**src/flash_host_pkg.sv**
```systemverilog
// shared types, command codes and timing for the flash host controller
package flash_host_pkg;

  // clock rate and strobe timing
  localparam int CLK_MHZ = 250;
  localparam int T_SETUP_NS = 10;
  localparam int T_WP_NS = 50;
  localparam int T_ACC_NS = 80;
  localparam int T_REC_NS = 30;
  localparam int SYNC_LAT = 2;
  localparam int CNT_W = 8;

  // least times round up to whole cycles
  localparam logic [CNT_W-1:0] SETUP_CYC = CNT_W'((T_SETUP_NS * CLK_MHZ + 999) / 1000);
  localparam logic [CNT_W-1:0] WP_CYC = CNT_W'((T_WP_NS * CLK_MHZ + 999) / 1000);
  localparam logic [CNT_W-1:0] REC_CYC = CNT_W'((T_REC_NS * CLK_MHZ + 999) / 1000);
  // read strobe also covers the pin synchroniser and the output register
  localparam logic [CNT_W-1:0] RD_CYC = CNT_W'((T_ACC_NS * CLK_MHZ + 999) / 1000 + SYNC_LAT + 1);

  // command codes
  localparam logic [7:0] CMD_READ_ARRAY = 8'hff;
  localparam logic [7:0] CMD_IDENTIFY = 8'h90;
  localparam logic [7:0] CMD_READ_STATUS = 8'h70;
  localparam logic [7:0] CMD_CLEAR_STATUS = 8'h50;
  localparam logic [7:0] CMD_ERASE_SETUP = 8'h20;
  localparam logic [7:0] CMD_CONFIRM = 8'hd0;
  localparam logic [7:0] CMD_SUSPEND = 8'hb0;
  localparam logic [7:0] CMD_WRITE_SETUP = 8'h40;

  // engine_status field positions
  localparam int READY_BIT = 7;
  localparam int SUSPEND_BIT = 6;
  localparam int ERASE_FAIL_BIT = 5;
  localparam int WRITE_FAIL_BIT = 4;
  localparam int SUPPLY_FAIL_BIT = 3;

  // pin lane masks
  localparam logic [15:0] LANES_NONE = 16'h0000;
  localparam logic [15:0] LANES_LOW = 16'h00ff;
  localparam logic [15:0] LANES_WORD = 16'hffff;
  localparam logic [15:0] LANES_BYTE = 16'h80ff;
  localparam int BYTE_ADDR_LANE = 15;

  localparam int ADDR_W = 20;

  typedef enum logic [2:0] {
    OP_READ_ARRAY,
    OP_READ_ID,
    OP_READ_STATUS,
    OP_CLEAR_STATUS,
    OP_PROGRAM,
    OP_ERASE,
    OP_SUSPEND,
    OP_RESUME
  } op_t;

  // addr[0] is the byte select in byte mode, addr[20:1] go to the address pins
  typedef struct packed {
    op_t op;
    logic [ADDR_W:0] addr;
    logic [15:0] data;
  } req_t;

  typedef struct packed {
    logic [15:0] data;
    logic [7:0] status;
    logic error;
  } rsp_t;

  // one bus cycle of a sequence
  typedef struct packed {
    logic rd;
    logic poll;
    logic last;
    logic array_data;
    logic [7:0] code;
  } cycle_t;

endpackage : flash_host_pkg

```
**src/flash_host_ctrl.sv**
```systemverilog
// host-side sequencer driving a parallel flash over its strobe pins
`timescale 1ns/10ps
module flash_host_ctrl (
  input wire logic clk_sys,
  input wire logic arst_n,
  input wire logic req_valid,
  input wire flash_host_pkg::req_t req,
  output logic req_ready,
  output logic rsp_valid,
  output flash_host_pkg::rsp_t rsp,
  input wire logic byte_mode,
  input wire logic powerdown,
  input wire logic boot_unlock,
  output logic flash_ce_n,
  output logic flash_oe_n,
  output logic flash_we_n,
  output logic flash_byte_n,
  output logic reset_powerdown_n,
  output logic flash_wp,
  output logic vpp_en,
  output logic [flash_host_pkg::ADDR_W-1:0] flash_addr,
  input wire logic [15:0] dq_i,
  output logic [15:0] dq_o,
  output logic [15:0] dq_oe
);
  import flash_host_pkg::*;

  typedef enum logic [1:0] {S_IDLE, S_SETUP, S_PULSE, S_RECOVER} state_t;

  // only defined codes; one bus cycle per op and step
  function automatic cycle_t step_of(input op_t op, input logic [1:0] step);
    cycle_t c;
    c = '{rd: 1'b0, poll: 1'b0, last: 1'b0, array_data: 1'b0, code: CMD_READ_ARRAY};
    case (op)
      OP_READ_ARRAY:
      begin
        c.rd = (step != 2'd0);
        c.last = (step != 2'd0);
      end
      OP_READ_ID:
      begin
        c.code = CMD_IDENTIFY;
        c.rd = (step != 2'd0);
        c.last = (step != 2'd0);
      end
      OP_READ_STATUS:
      begin
        c.code = CMD_READ_STATUS;
        c.rd = (step != 2'd0);
        c.last = (step != 2'd0);
      end
      OP_CLEAR_STATUS:
      begin
        c.code = CMD_CLEAR_STATUS;
        c.last = 1'b1;
      end
      OP_PROGRAM:
      begin
        // setup always precedes the data cycle
        c.code = CMD_WRITE_SETUP;
        c.array_data = (step == 2'd1);
        c.rd = (step == 2'd2);
        c.poll = (step == 2'd2);
        c.last = (step == 2'd2);
      end
      OP_ERASE:
      begin
        c.code = (step == 2'd0) ? CMD_ERASE_SETUP : CMD_CONFIRM;
        c.rd = (step == 2'd2);
        c.poll = (step == 2'd2);
        c.last = (step == 2'd2);
      end
      OP_SUSPEND:
      begin
        c.code = CMD_SUSPEND;
        c.rd = (step == 2'd1);
        c.poll = (step == 2'd1);
        c.last = (step == 2'd1);
      end
      OP_RESUME:
      begin
        c.code = CMD_CONFIRM;
        c.last = 1'b1;
      end
      default:
      begin
        c.last = 1'b1;
      end
    endcase
    return c;
  endfunction : step_of

  state_t state_q;
  state_t state_d;
  logic [CNT_W-1:0] cnt_q;
  logic [CNT_W-1:0] cnt_d;
  logic [1:0] step_q;
  logic [1:0] step_d;
  req_t req_q;
  logic array_mode_q;
  logic [15:0] rdata_q;
  logic [15:0] dq_sync;

  wire logic accept = req_valid && req_ready && (state_q == S_IDLE);
  wire cycle_t cur = step_of(req_q.op, step_q);
  wire logic cnt_zero = (cnt_q == '0);
  // polls rely on reads returning status with no command
  wire logic poll_again = cur.poll && !rdata_q[READY_BIT];
  wire logic finish = cur.last && !poll_again;
  wire logic cycle_end = (state_q == S_RECOVER) && cnt_zero;
  wire logic done = cycle_end && finish;
  // skip the FFh cycle when already in array read mode
  wire logic [1:0] start_step = (req.op == OP_READ_ARRAY && array_mode_q) ? 2'd1 : 2'd0;
  wire logic supply_op = (req_q.op == OP_PROGRAM) || (req_q.op == OP_ERASE)
                         || (req_q.op == OP_RESUME);
  wire logic active = (state_q == S_SETUP) || (state_q == S_PULSE);
  wire logic drive_bus = (state_q != S_IDLE) && !cur.rd;
  // byte mode: low lanes plus lane fifteen as lowest address
  wire logic [15:0] wr_data = !cur.array_data ? {8'h00, cur.code}
                              : byte_mode ? {req_q.addr[0], 7'h00, req_q.data[7:0]}
                              : req_q.data;
  wire logic [15:0] wr_lanes = !cur.array_data ? LANES_LOW
                               : byte_mode ? LANES_BYTE : LANES_WORD;
  // id and status arrive on the low byte only
  wire logic low_only = (req_q.op != OP_READ_ARRAY);
  wire logic [15:0] rd_value = low_only ? {8'h00, rdata_q[7:0]} : rdata_q;
  wire logic [7:0] last_status = cur.poll ? rdata_q[7:0] : 8'h00;
  // sticky error bits reported on polled ops until the user clears them
  wire logic err_seen = |last_status[ERASE_FAIL_BIT:SUPPLY_FAIL_BIT];

  pin_sync #(
    .W(16)
  ) u_dq_sync (
    .clk_sys(clk_sys),
    .arst_n(arst_n),
    .din(dq_i),
    .dout(dq_sync)
  );

  always_comb
  begin
    state_d = state_q;
    cnt_d = cnt_zero ? cnt_q : cnt_q - 1'b1;
    step_d = step_q;
    case (state_q)
      S_IDLE:
      begin
        if (accept)
        begin
          state_d = S_SETUP;
          cnt_d = SETUP_CYC - 1'b1;
          step_d = start_step;
        end
      end
      S_SETUP:
      begin
        if (cnt_zero)
        begin
          state_d = S_PULSE;
          cnt_d = cur.rd ? RD_CYC - 1'b1 : WP_CYC - 1'b1;
        end
      end
      S_PULSE:
      begin
        // strobes rise together, so one capture edge per cycle
        if (cnt_zero)
        begin
          state_d = S_RECOVER;
          cnt_d = REC_CYC - 1'b1;
        end
      end
      S_RECOVER:
      begin
        if (cnt_zero)
        begin
          state_d = finish ? S_IDLE : S_SETUP;
          cnt_d = SETUP_CYC - 1'b1;
          // each poll is a fresh strobe cycle
          step_d = (finish || poll_again) ? step_q : step_q + 2'd1;
        end
      end
      default:
      begin
        state_d = S_IDLE;
      end
    endcase
  end

  always_ff @(posedge clk_sys or negedge arst_n)
  begin
    if (!arst_n)
    begin
      state_q <= S_IDLE;
      cnt_q <= '0;
      step_q <= '0;
      req_q <= '0;
    end
    else
    begin
      state_q <= state_d;
      cnt_q <= cnt_d;
      step_q <= step_d;
      if (accept)
      begin
        req_q <= req;
      end
    end
  end

  always_ff @(posedge clk_sys or negedge arst_n)
  begin
    if (!arst_n)
    begin
      rdata_q <= '0;
    end
    else if (state_q == S_PULSE && cnt_zero && cur.rd)
    begin
      rdata_q <= dq_sync;
    end
  end

  // reset and powerdown leave the device in array read mode
  always_ff @(posedge clk_sys or negedge arst_n)
  begin
    if (!arst_n)
    begin
      array_mode_q <= 1'b1;
    end
    else if (powerdown)
    begin
      array_mode_q <= 1'b1;
    end
    else if (state_q == S_PULSE && cnt_zero && !cur.rd)
    begin
      array_mode_q <= !cur.array_data && (cur.code == CMD_READ_ARRAY);
    end
  end

  always_ff @(posedge clk_sys or negedge arst_n)
  begin
    if (!arst_n)
    begin
      req_ready <= 1'b0;
      rsp_valid <= 1'b0;
      rsp <= '0;
    end
    else
    begin
      req_ready <= (state_d == S_IDLE) && !accept;
      rsp_valid <= done;
      if (done)
      begin
        rsp <= '{data: rd_value, status: last_status, error: err_seen};
      end
    end
  end

  always_ff @(posedge clk_sys or negedge arst_n)
  begin
    if (!arst_n)
    begin
      flash_ce_n <= 1'b1;
      flash_oe_n <= 1'b1;
      flash_we_n <= 1'b1;
      flash_byte_n <= 1'b1;
      reset_powerdown_n <= 1'b0;
      flash_wp <= 1'b0;
      vpp_en <= 1'b0;
      flash_addr <= '0;
      dq_o <= '0;
      dq_oe <= LANES_NONE;
    end
    else
    begin
      // select low in setup and pulse; one strobe at a time
      flash_ce_n <= !active;
      flash_oe_n <= !(state_q == S_PULSE && cur.rd);
      flash_we_n <= !(state_q == S_PULSE && !cur.rd);
      flash_byte_n <= !byte_mode;
      reset_powerdown_n <= !powerdown;
      // supply held through program, erase and resume; unlock pin follows boot_unlock every cycle
      flash_wp <= boot_unlock;
      vpp_en <= (state_q != S_IDLE) && supply_op;
      // request address stays on the pins for the whole sequence
      flash_addr <= req_q.addr[ADDR_W:1];
      dq_o <= wr_data;
      dq_oe <= drive_bus ? wr_lanes : LANES_NONE;
    end
  end

endmodule : flash_host_ctrl

```
**src/pin_sync.sv**
```systemverilog
// two-flop synchroniser for pins read back from the flash
`timescale 1ns/10ps
module pin_sync #(
  parameter int W = 16
) (
  input wire logic clk_sys,
  input wire logic arst_n,
  input wire logic [W-1:0] din,
  output logic [W-1:0] dout
);

  logic [W-1:0] meta_q;

  always_ff @(posedge clk_sys or negedge arst_n)
  begin
    if (!arst_n)
    begin
      meta_q <= '0;
      dout <= '0;
    end
    else
    begin
      meta_q <= din;
      dout <= meta_q;
    end
  end

endmodule : pin_sync

```
**config.mk**
```make
export PLATFORM = sky130hd
export DESIGN_NAME = flash_host_ctrl
export DESIGN_NICKNAME = d
export VERILOG_FILES = /design/src/flash_host_pkg.sv /design/src/flash_host_ctrl.sv /design/src/pin_sync.sv
export SDC_FILE = /design/constraint.sdc
export NUM_CORES = 1
export LEC_CHECK = 0
export ABC_AREA = 1
export BUFFER_PORTS_ARGS = -buffer_cell sky130_fd_sc_hd__clkbuf_2
export CORE_MARGIN = 5
export CORE_UTILIZATION = 54
export CTS_CLUSTER_SIZE = 25
export DETAILED_ROUTE_END_ITERATION = 16
export HOLD_SLACK_MARGIN = 0.02
export PLACE_DENSITY = 0.79
export SETUP_SLACK_MARGIN = 0.4
export SYNTH_ARGS = -nofsm -noshare
export SYNTH_HDL_FRONTEND = slang
export SYNTH_HIERARCHICAL = 1
export SYNTH_SLANG_ARGS = --single-unit
```
**constraint.sdc**
```tcl
create_clock -name clk_sys -period 1.92 [get_ports clk_sys]
set_input_delay 0.192 -clock clk_sys [delete_from_list [all_inputs] [get_ports clk_sys]]
set_output_delay 0.192 -clock clk_sys [all_outputs]
set_load 0.02 [all_outputs]
```
==> metrics, run 1 <==
GRT Residual Overflow 0; peak supply drop 1020 uV; dpl cell area 7670 um2; placed cell count roughly 850; clock period minus worst slack 1700 ps; Worst-Skew Late Latency 430 ps; gpl congestion about 0.89; most frequent cells after synthesis 169 x dfrtp_1, 104 x nand2_1, 37 x mux2_2; worst slew pin tran 492 ps; Leak 4.71 nW; CTS Buffer Depth 2; Pint 0.00905 W; initial core utilization 54.5%; Pins Over Slew Limit 0; worst path cell trace inv_2 > ha_4 > nand2_4 > nor2_4 > nand2_4 > inv_8 > nand4_4 > buf_12 > clkbuf_16 > nand2_4 > o21ai_2; Arr. time, crit path 2020 ps; Comb power frac 34.1%; initial antenna violation count 0; TritonRoute pass-1 iters 5; clock tree sinks 174; switch share 34.1%; Yosys reg bits approximately 170; Area Overhead vs Synth 43.7%; root buffer cell clkbuf_16; FP Rows 41; CP dominant cell by count nand2_4; Hold Crit Class in2reg; setup_tns 0 ps; post-detail-place hpwl 9550 um; Synth cell types 43; most frequent cell after synthesis dfrtp_1; Yosys warnings 6; synthesized instance count 554; Layout Cells excl Fill 983; fmax 0.588 GHz; die area around 15000 um2; vias in the first global route 5229; Avg WL per Cell around 18 um; multi-input logic area roughly 2400 um2; Final setup viols 0; Final Net Count 871; Core Area 12500 um2; Final Cycle Share about nine tenths; chip height 122 um; P per Cell Area approximately 1400 nW/um2; largest cells by area after synthesis dfrtp_1 62%, mux2_2 6.1%, nand2_1 5.7%, o21ai_2 2.7%, ha_1 2.0%; diodes inserted 0; Main synth FF type dfrtp_1; RSZ-0062 raised after global routing true; maximum number of pins on one net before global-route repair between 50 and 60; Worst Skew 9.52 ps; port buffer count ~150; crit start category flip-flop; CTS tree built; CP Capture Type flip-flop; area taken by flip-flops and latches ~4400 um2; maxcap violations 0; gr usage total 23.1%; sequential element share of the synthesized area 63.9%; TritonCTS buffer count 17; status completed; Die W approximately 120 um; I/O pin cnt 148; 1st-iter DRT viols 321; CP required 2240 ps; synthesized cell area 6820 um2; DR vias/cell just over 5; grt peak-use layer met2; relative slew slack 67.2%; number of synthesized flops with an enable pin 0; M2 GR Usage 37.8%; M1 GR Usage roughly 28%; Syn Area/Cell 12.3 um2; crit path max fanout 7; final core occ 78.3%; Final Hold Vio Count 0; top cell type's share of synthesized area 62.0%; Detailed Route WL 17400 um; sequential share of power 37.6%; Critical Path Max Stage Delay 400 ps; syn nets 627; # DRC 0; post-route cell area approximately 9800 um2; first-pass GRT wire length 26500 um; CTS clk-pin slew, worst paths 70 ps; ys async rst share 100%; via count 5002; share of cells above drive strength 1 50.3%; Net Sw Power 0.00468 W; post-synth top area cell dfrtp_1; Clk network pwr share 28.3%; crit path kind reg2reg; slowest CP cell dfrtp_1; FILL cells 701; GR met3 Demand/Resource 7.37%; Antenna Nets Post-Route 0; H-tree Lvls 4
-- worst max-delay path, delay by kind of cell, from the launching register on --
family                     cells  cell delay (ps)
adders and majority gates      1              140
buffers and inverters          4              530
and+or+nand+nor                5              450
AOI/OAI and AO/OA              1               60
DFF                            1              400
-- power by group through the flow --
| stage | clock, W | combinational (W) | sequential [W] |
|---|---|---|---|
| floorplan | 0 | 0.00227 | 0.00538 |
| global placement | 0 | 0.00330 | 0.00508 |
| detailed placement | 0 | 0.00343 | 0.00515 |
| CTS | 0.00393 | 0.00406 | 0.00510 |
| global route | 0.00412 | 0.00503 | 0.00525 |
| finish | 0.00389 | 0.00469 | 0.00516 |
-- layout make-up --
cell class / count / share of cell area (%)
repair buffers: 257 / 20.3
clock inverters: 13 / 2.35
clock buffers: 19 / 4.62
multi-input cells: 307 / 24.2
well taps: 172 / 2.19
inverters: 41 / 1.88
flip-flops and latches: 174 / 44.5
-- layer usage --
metal / wire length, um / vias to the layer above
li1: - / 2270
met1: 6700 / 2494
met2: 9150 / 198
met3: 1180 / 40
met4: 417 / 0
met5: 0 / -
-- timing repair --
| item | in CTS | in global routing |
|---|---|---|
| cloned | 4 | 4 |
| pin swaps | 9 | 24 |
| setup endpoints to repair | 95 | 57 |
| buffers inserted | 21 | 12 |
| endpoints found under the hold margin | 103 | 0 |
| gates resized for setup | 50 | 56 |
| hold buffers | 58 | 0 |
-- state kept, by name, summed over array words and instances, names as in the netlist --
register,flops
u_dq_sync/meta_q,16
cnt_q,8
flash_we_n,1
state_q,2
dq_oe,3
rsp_valid,1
req_ready,1
step_q,2
dq_o,16
flash_oe_n,1
reset_powerdown_n,1
rdata_q,16
u_dq_sync/dout,16
flash_wp,1
flash_byte_n,1
vpp_en,1
flash_ce_n,1
array_mode_q,1
rsp,25
req_q,40
flash_addr,20
-- per-stage QoR --
| step | hold WS [ps] | setup slack (ps) | power [W] |
|---|---|---|---|
| final | 39.5 | 220 | 0.0137 |
| after global placement | 165 | 216 | 0.00839 |
| after CTS | 21.9 | 303 | 0.0131 |
| after floorplan | -104 | 366 | 0.00765 |
| after global routing | 51.2 | 177 | 0.0144 |
| after detailed placement | 174 | 146 | 0.00858 |
-- kinds of logic (layout without fill, tap and decap cells) --
group | count (synthesis) | in the layout | share of synthesized area, %
AOI/OAI and AO/OA | 54 | 54 | 5.70
xor gates and xnor gates | 4 | 4 | 0.513
adders and majority gates | 11 | 11 | 2.02
buffers and inverters | 73 | 330 | 6.36
DFF | 174 | 174 | 63.9
muxes | 37 | 37 | 6.11
and+or+nand+nor | 201 | 201 | 15.4
-- layout by cell type, fill, tap and decap left out, types with 8 or more instances in the layout --
cell / synthesis / layout
o21ai_2: 21 / 22
buf_12: 0 / 8
inv_1: 29 / 21
nand2_4: 3 / 15
ha_4: 0 / 8
buf_4: 15 / 25
dlygate4sd3_1: 0 / 58
inv_2: 7 / 11
clkbuf_16: 0 / 21
nor2_1: 21 / 19
dfrtp_1: 169 / 164
nand2_2: 22 / 18
nand3_1: 20 / 13
clkbuf_2: 1 / 146
nand2_1: 104 / 95
buf_6: 8 / 13
mux2_2: 37 / 37
a21oi_1: 12 / 11
nand3_2: 8 / 11
-- path summary, 6_finish.rpt --
| kind | from | to | slack, ps | cells after the start |
|---|---|---|---|---|
| worst max-delay path | cnt_q[0]$_DFF_PN0_ | rsp[1]$_DFFE_PN0P_ | 220 | 11 |
| worst min-delay path | req[38] | req_q[38]$_DFFE_PN0P_ | 40 | 3 |
| worst max register to register | cnt_q[0]$_DFF_PN0_ | rsp[1]$_DFFE_PN0P_ | 220 | 11 |
| worst min register to register | u_dq_sync/meta_q[10]$_DFF_PN0_ | u_dq_sync/dout[10]$_DFF_PN0_ | 350 | 0 |
| max in group asynchronous | arst_n | flash_ce_n$_DFF_PN1_ | 920 | 3 |
| min in group asynchronous | arst_n | cnt_q[6]$_DFF_PN0_ | 280 | 2 |
(Power assumes the default switching activity.)
==> run 2, diff against run 1 <==
Settings changed: GPL_TIMING_DRIVEN set to 0.
==> metrics, run 2 (synthesis results as in run 1) <==
root buffer cell clkbuf_16; first-pass GRT wire length 27600 um (+4.5%); clock period minus worst slack 1680 ps (-17.9 ps); Final WS setup 238 ps (+17.9 ps); CTS clk-pin slew, worst paths 70 ps (about the same); relative slew slack 61.9% (-5.3 points); FP Rows 41 (unchanged); vias in the first global route 5471 (+4.6%); pre-CTS setup slack 102 ps (-44.2 ps); TritonRoute pass-1 iters 4 (-1); die area 15000 um2 (unchanged); RSZ-0062 raised after global routing true; port buffer count 147 (unchanged); Area Overhead vs Synth 46.2%; chip height 122 um (unchanged); TritonCTS buffer count 17 (unchanged); CTS Buffer Depth 2 (unchanged); crit path kind reg2reg; maxcap violations 0 (unchanged); Die W 122 um (unchanged); Final setup viols 0 (unchanged); Hold Crit Class in2reg; share of cells above drive strength 1 50.9% (+0.58 points); Final Cycle Share 87.6% (-0.93 points); CTS tree built; Worst-Skew Late Latency 430 ps (about the same); Total Power 0.0135 W (-1.3%); Worst Skew 12.0 ps (+2.51 ps); final core occ 79.7% (+1.4 points); gr usage total 24.2% (+1.1 points); Avg WL per Cell 17.5 um (-1.4%); maximum number of pins on one net before global-route repair 105 (+98%); 1st-iter DRT viols 235 (-27%); Final Hold Vio Count 0 (unchanged); H-tree Lvls 4 (unchanged); via count 5051 (+0.98%); DR vias/cell 4.99 (-2.0%); Final Net Count 901 (+3.4%); Core Area 12500 um2 (unchanged); max reg flops 40 (unchanged); I/O pin cnt 148 (unchanged); crit path max fanout 6 (-1); Arr. time, crit path 2000 ps (-20 ps); Detailed Route WL 17700 um (+1.6%); FILL cells 713 (+1.7%); clock tree sinks 174 (unchanged); Largest regs req_q x40, rsp x25, flash_addr x20; crit start category flip-flop; CP Capture Type flip-flop; initial core utilization 54.5% (unchanged); worst slew pin tran 571 ps (+79.3 ps); commonest non-fill, non-tap cells in the layout 169 x dfrtp_1, 146 x clkbuf_2, 93 x nand2_1, 58 x dlygate4sd3_1, 39 x buf_4; Leak 4.85 nW (+3.0%); CP required 2240 ps (about the same); # DRC 0 (unchanged); peak supply drop 985 uV (-3.3%); initial antenna violation count 0 (unchanged); P per Cell Area 1360 nW/um2 (-3.0%); gpl congestion 0.802 (-10%); diodes inserted 0 (unchanged); Antenna Nets Post-Route 0 (unchanged); Largest Register req_q; Pins Over Slew Limit 0 (unchanged); commonest non-fill, non-tap cell in the layout dfrtp_1; post-detail-place hpwl 9960 um (+4.3%); GRT Residual Overflow 0 (unchanged); status completed; fmax 0.595 GHz (+1.1%)
==> run 2: cell count changes in the layout (fill, tap and decap cells not counted), moves of 5 or more <==
cell / before / now
buf_4: 25 / 39
buf_6: 13 / 22
dfrtp_2: 5 / 0
dfrtp_1: 164 / 169
==> run 2: critical path, stage by stage (launching register included) <==
cell,delay (ps)
dfrtp_1,410
inv_2,100
ha_4,160
nand2_4,50
nor2_4,90
nand2_4,100
inv_6,90
nand4_4,140
buf_6,180
buf_12,140
nand2_4,50
o21ai_2,50
==> run 2: repair_timing <==
action                                  CTS  global route
setup buffers                            35             6
endpoints found under the setup margin  103            96
hold buffers                             57             1
gates resized for setup                  62            56
gates cloned                              3             5
pin swaps                                13            21
hold endpoints to repair                124             1
==> run 2: path summary, 6_finish.rpt <==
path | startpoint | slack [ps] | to | depth (start not counted)
worst max-delay path | cnt_q[0]$_DFF_PN0_ | 240 | rsp[20]$_DFFE_PN0P_ | 11
worst min-delay path | req[37] | 50 | req_q[37]$_DFFE_PN0P_ | 3
worst max register to register | cnt_q[0]$_DFF_PN0_ | 240 | rsp[20]$_DFFE_PN0P_ | 11
worst min register to register | u_dq_sync/meta_q[2]$_DFF_PN0_ | 350 | u_dq_sync/dout[2]$_DFF_PN0_ | 0
max in group asynchronous | arst_n | 720 | rdata_q[8]$_DFFE_PN0P_ | 3
min in group asynchronous | arst_n | 330 | cnt_q[2]$_DFF_PN0_ | 2
==> run 2: layout make-up <==
| class | count | area (um2) | area share (%) |
|---|---|---|---|
| well taps | 172 | 215 | 2.16 |
| clock inverters | 12 | 135 | 1.35 |
| flip-flops and latches | 174 | 4360 | 43.7 |
| plain buffers | 32 | 375 | 3.76 |
| repair buffers | 255 | 1950 | 19.5 |
| clock buffers | 20 | 447 | 4.48 |
| inverters | 41 | 188 | 1.88 |
| multi-input cells | 307 | 2310 | 23.2 |
==> run 2: power by group <==
| group | leakage, nW | switching [W] | internal (W) |
|---|---|---|---|
| clock | 0.273 | 0.00143 | 0.00196 |
| combinational | 2.41 | 0.00276 | 0.00232 |
| sequential | 2.17 | 0.000496 | 0.00458 |
==> run 2: layer usage <==
metal,track usage [%],part of all wire [%]
met1,28.4,38
met5,0,0
met4,10.0,3.1
met2,41.7,53
met3,7.14,6.0
==> run 2: per-stage QoR <==
step / std cells / cell area, um2 / hold WS [ps] / TNS, ps
6_report: 1013 / 9980 / 48.6 / 0
2_1_floorplan: 554 / 6850 / -104 / 0
4_1_cts: 1001 / 9590 / 30.4 / 0
3_3_place_gp: 873 / 7800 / 301 / -380680
5_1_grt: 1013 / 9980 / 66.9 / 0
3_5_place_dp: 874 / 7840 / 228 / 0
==> run 3, diff against run 2 <==
Settings changed: CELL_PAD_IN_SITES_DETAIL_PLACEMENT set to 1, CELL_PAD_IN_SITES_GLOBAL_PLACEMENT set to 2, CORE_UTILIZATION 54 to 35, GPL_TIMING_DRIVEN 0 to unset, PLACE_DENSITY 0.79 to unset, PLACE_DENSITY_LB_ADDON set to 0.1.
==> metrics, run 3 (synthesis results as in run 1) <==
area taken by flip-flops and latches 4360 um2 (about the same); FILL cells 2023 (+180%); worst path cell trace buf_6 > ha_4 > nand4_4 > buf_6 > nand3_4 > nand4_4 > buf_8 > clkbuf_16 > nand2_4 > o21ai_2; Final setup viols 0 (unchanged); worst r2r src step_q[0]$_DFFE_PN0P_; RSZ-0062 raised after global routing true; post-route cell area 10500 um2 (+5.4%); Largest regs req_q x40, rsp x25, flash_addr x20; crit start category flip-flop; CP required 2240 ps (about the same); Arr. time, crit path 2080 ps (+80 ps); Detailed Route WL 18900 um (+6.4%); reg2reg path depth 10 (-1); crit path max fanout 5 (-1); port buffer count 147 (unchanged); via count 4948 (-2.0%); vias in the first global route 5423 (-0.88%); Antenna Nets Post-Route 0 (unchanged); Pins Over Slew Limit 0 (unchanged); Total Power 0.0137 W (+1.1%); maximum number of pins on one net before global-route repair 44 (-58%); Worst Skew 10.5 ps (-1.50 ps); commonest non-fill, non-tap cells in the layout 166 x dfrtp_1, 146 x clkbuf_2, 68 x nand2_1, 57 x dlygate4sd3_1, 40 x nand2_4; reg-to-reg slack, setup 160 ps (-70 ps); gr usage total 17.0% (-7.2 points); WHS Endpoint req_q[38]$_DFFE_PN0P_; gpl congestion 0.786 (-2.0%); initial antenna violation count 0 (unchanged); worst r2r dst rsp[2]$_DFFE_PN0P_; DR vias/cell 4.46 (-11%); initial core utilization 35.3% (-19 points); TritonCTS buffer count 17 (unchanged); chip height 150 um (+22%); diodes inserted 0 (unchanged); peak supply drop 749 uV (-24%); clock tree sinks 174 (unchanged); Avg WL per Cell 17.0 um (-2.8%); commonest non-fill, non-tap cell in the layout dfrtp_1; pre-CTS setup slack 131 ps (+29.5 ps); Area Overhead vs Synth 54.1%; maxcap violations 0 (unchanged); status completed; GRT Residual Overflow 0 (unchanged); Die W 150 um (+22%); CP Capture Type flip-flop; Hold Crit Class in2reg; slowest CP cell dfrtp_1; HP Start req[38]; Leak 5.03 nW (+3.7%); dpl cell area 7830 um2 (-0.16%); CTS Buffer Depth 2 (unchanged); Cells on Worst Hold Path 3 (unchanged); H-tree Lvls 4 (unchanged); 1st-iter DRT viols 134 (-43%); Final Cycle Share 91.5% (+3.9 points); root buffer cell clkbuf_16; Hold WS 47.5 ps (-1.11 ps); fmax 0.569 GHz (-4.3%); Final Net Count 904 (+0.33%); I/O pin cnt 148 (unchanged); P per Cell Area 1300 nW/um2 (-4.0%); clock period minus worst slack 1760 ps (+74.9 ps); max reg flops 40 (unchanged); # DRC 0 (unchanged); Final Hold Vio Count 0 (unchanged); Largest Register req_q; share of cells above drive strength 1 55.2% (+4.3 points); Worst-Skew Late Latency 430 ps (about the same); first-pass GRT wire length 29500 um (+6.6%); multi-input logic area 2550 um2 (+10%); post-detail-place hpwl 11400 um (+14%); crit path kind reg2reg; Critical Path Max Stage Delay 410 ps (about the same); Core Area 19300 um2 (+54%); CTS clk-pin slew, worst paths 70 ps (about the same); FP Rows 51 (+24%); worst slew pin tran 430 ps (-141 ps); relative slew slack 71.3% (+9.4 points); CTS tree built; die area 22400 um2 (+49%); Final WS setup 163 ps (-74.9 ps); TritonRoute pass-1 iters 4 (unchanged); setup_tns 0 ps (unchanged)
-- run 3: cell count changes in the layout (fill, tap and decap cells not counted), moves of 5 or more --
cell and change:
inv_8 +5, buf_16 +5, buf_12 +6, nand2_4 +24, nand2_1 -25
-- run 3: critical path: cells and delay by family, from the launching register on --
| family | cells | cell delay [ps] |
|---|---|---|
| and+or+nand+nor | 4 | 410 |
| AOI/OAI and AO/OA | 1 | 40 |
| DFF | 1 | 410 |
| buffers and inverters | 4 | 640 |
| adders and majority gates | 1 | 140 |
-- run 3: metal layers --
layer	vias up	wire (um)	global-route usage [%]
met5	-	0	0
met4	0	193	4.12
met3	16	1040	5.54
met2	105	9510	28.7
met1	2488	8100	21.4
li1	2339	-	-
-- run 3: stage by stage --
stage / utilization, % / cells
after floorplan: - / 554
after global placement: 40.5 / 950
after detailed placement: 40.5 / 950
after CTS: 51.2 / 1085
after global routing: 54.4 / 1109
final: 54.4 / 1109
-- run 3: worst max-delay path by stage --
stage	from	end	slack, ps
final	step_q[0]$_DFFE_PN0P_	rsp[2]$_DFFE_PN0P_	160
after global routing	cnt_q[0]$_DFF_PN0_	req_ready$_DFF_PN0_	100
after CTS	step_q[1]$_DFFE_PN0P_	rdata_q[3]$_DFFE_PN0P_	230
after detailed placement	step_q[1]$_DFFE_PN0P_	rdata_q[3]$_DFFE_PN0P_	130
after global placement	step_q[1]$_DFFE_PN0P_	dq_oe[14]$_DFF_PN0_	150
after floorplan	state_q[1]$_DFF_PN0_	req_q[15]$_DFFE_PN0P_	370
-- run 3: area by class of cell --
cell class              count  share of cell area, %
clock buffers              17                   4.05
repair buffers            290                   23.6
inverters                  41                   1.88
well taps                 265                   3.15
flip-flops and latches    174                   41.5
multi-input cells         307                   24.3
clock inverters            15                   1.55
-- run 3: report_power, final --
part	leakage [nW]	internal [W]	switching [W]	total, W
Combinational	2.57	0.00243	0.00272	0.00515
Clock	0.291	0.00175	0.00168	0.00343
Sequential	2.17	0.00458	0.000536	0.00512
Total	5.03	0.00876	0.00494	0.0137
-- run 3: what timing repair did --
action	CTS	global route
gates cloned	9	5
resized for setup	86	88
endpoints found under the setup margin	95	101
setup buffers	37	19
hold buffers	57	0
endpoints found under the hold margin	94	0
pin swaps	19	27
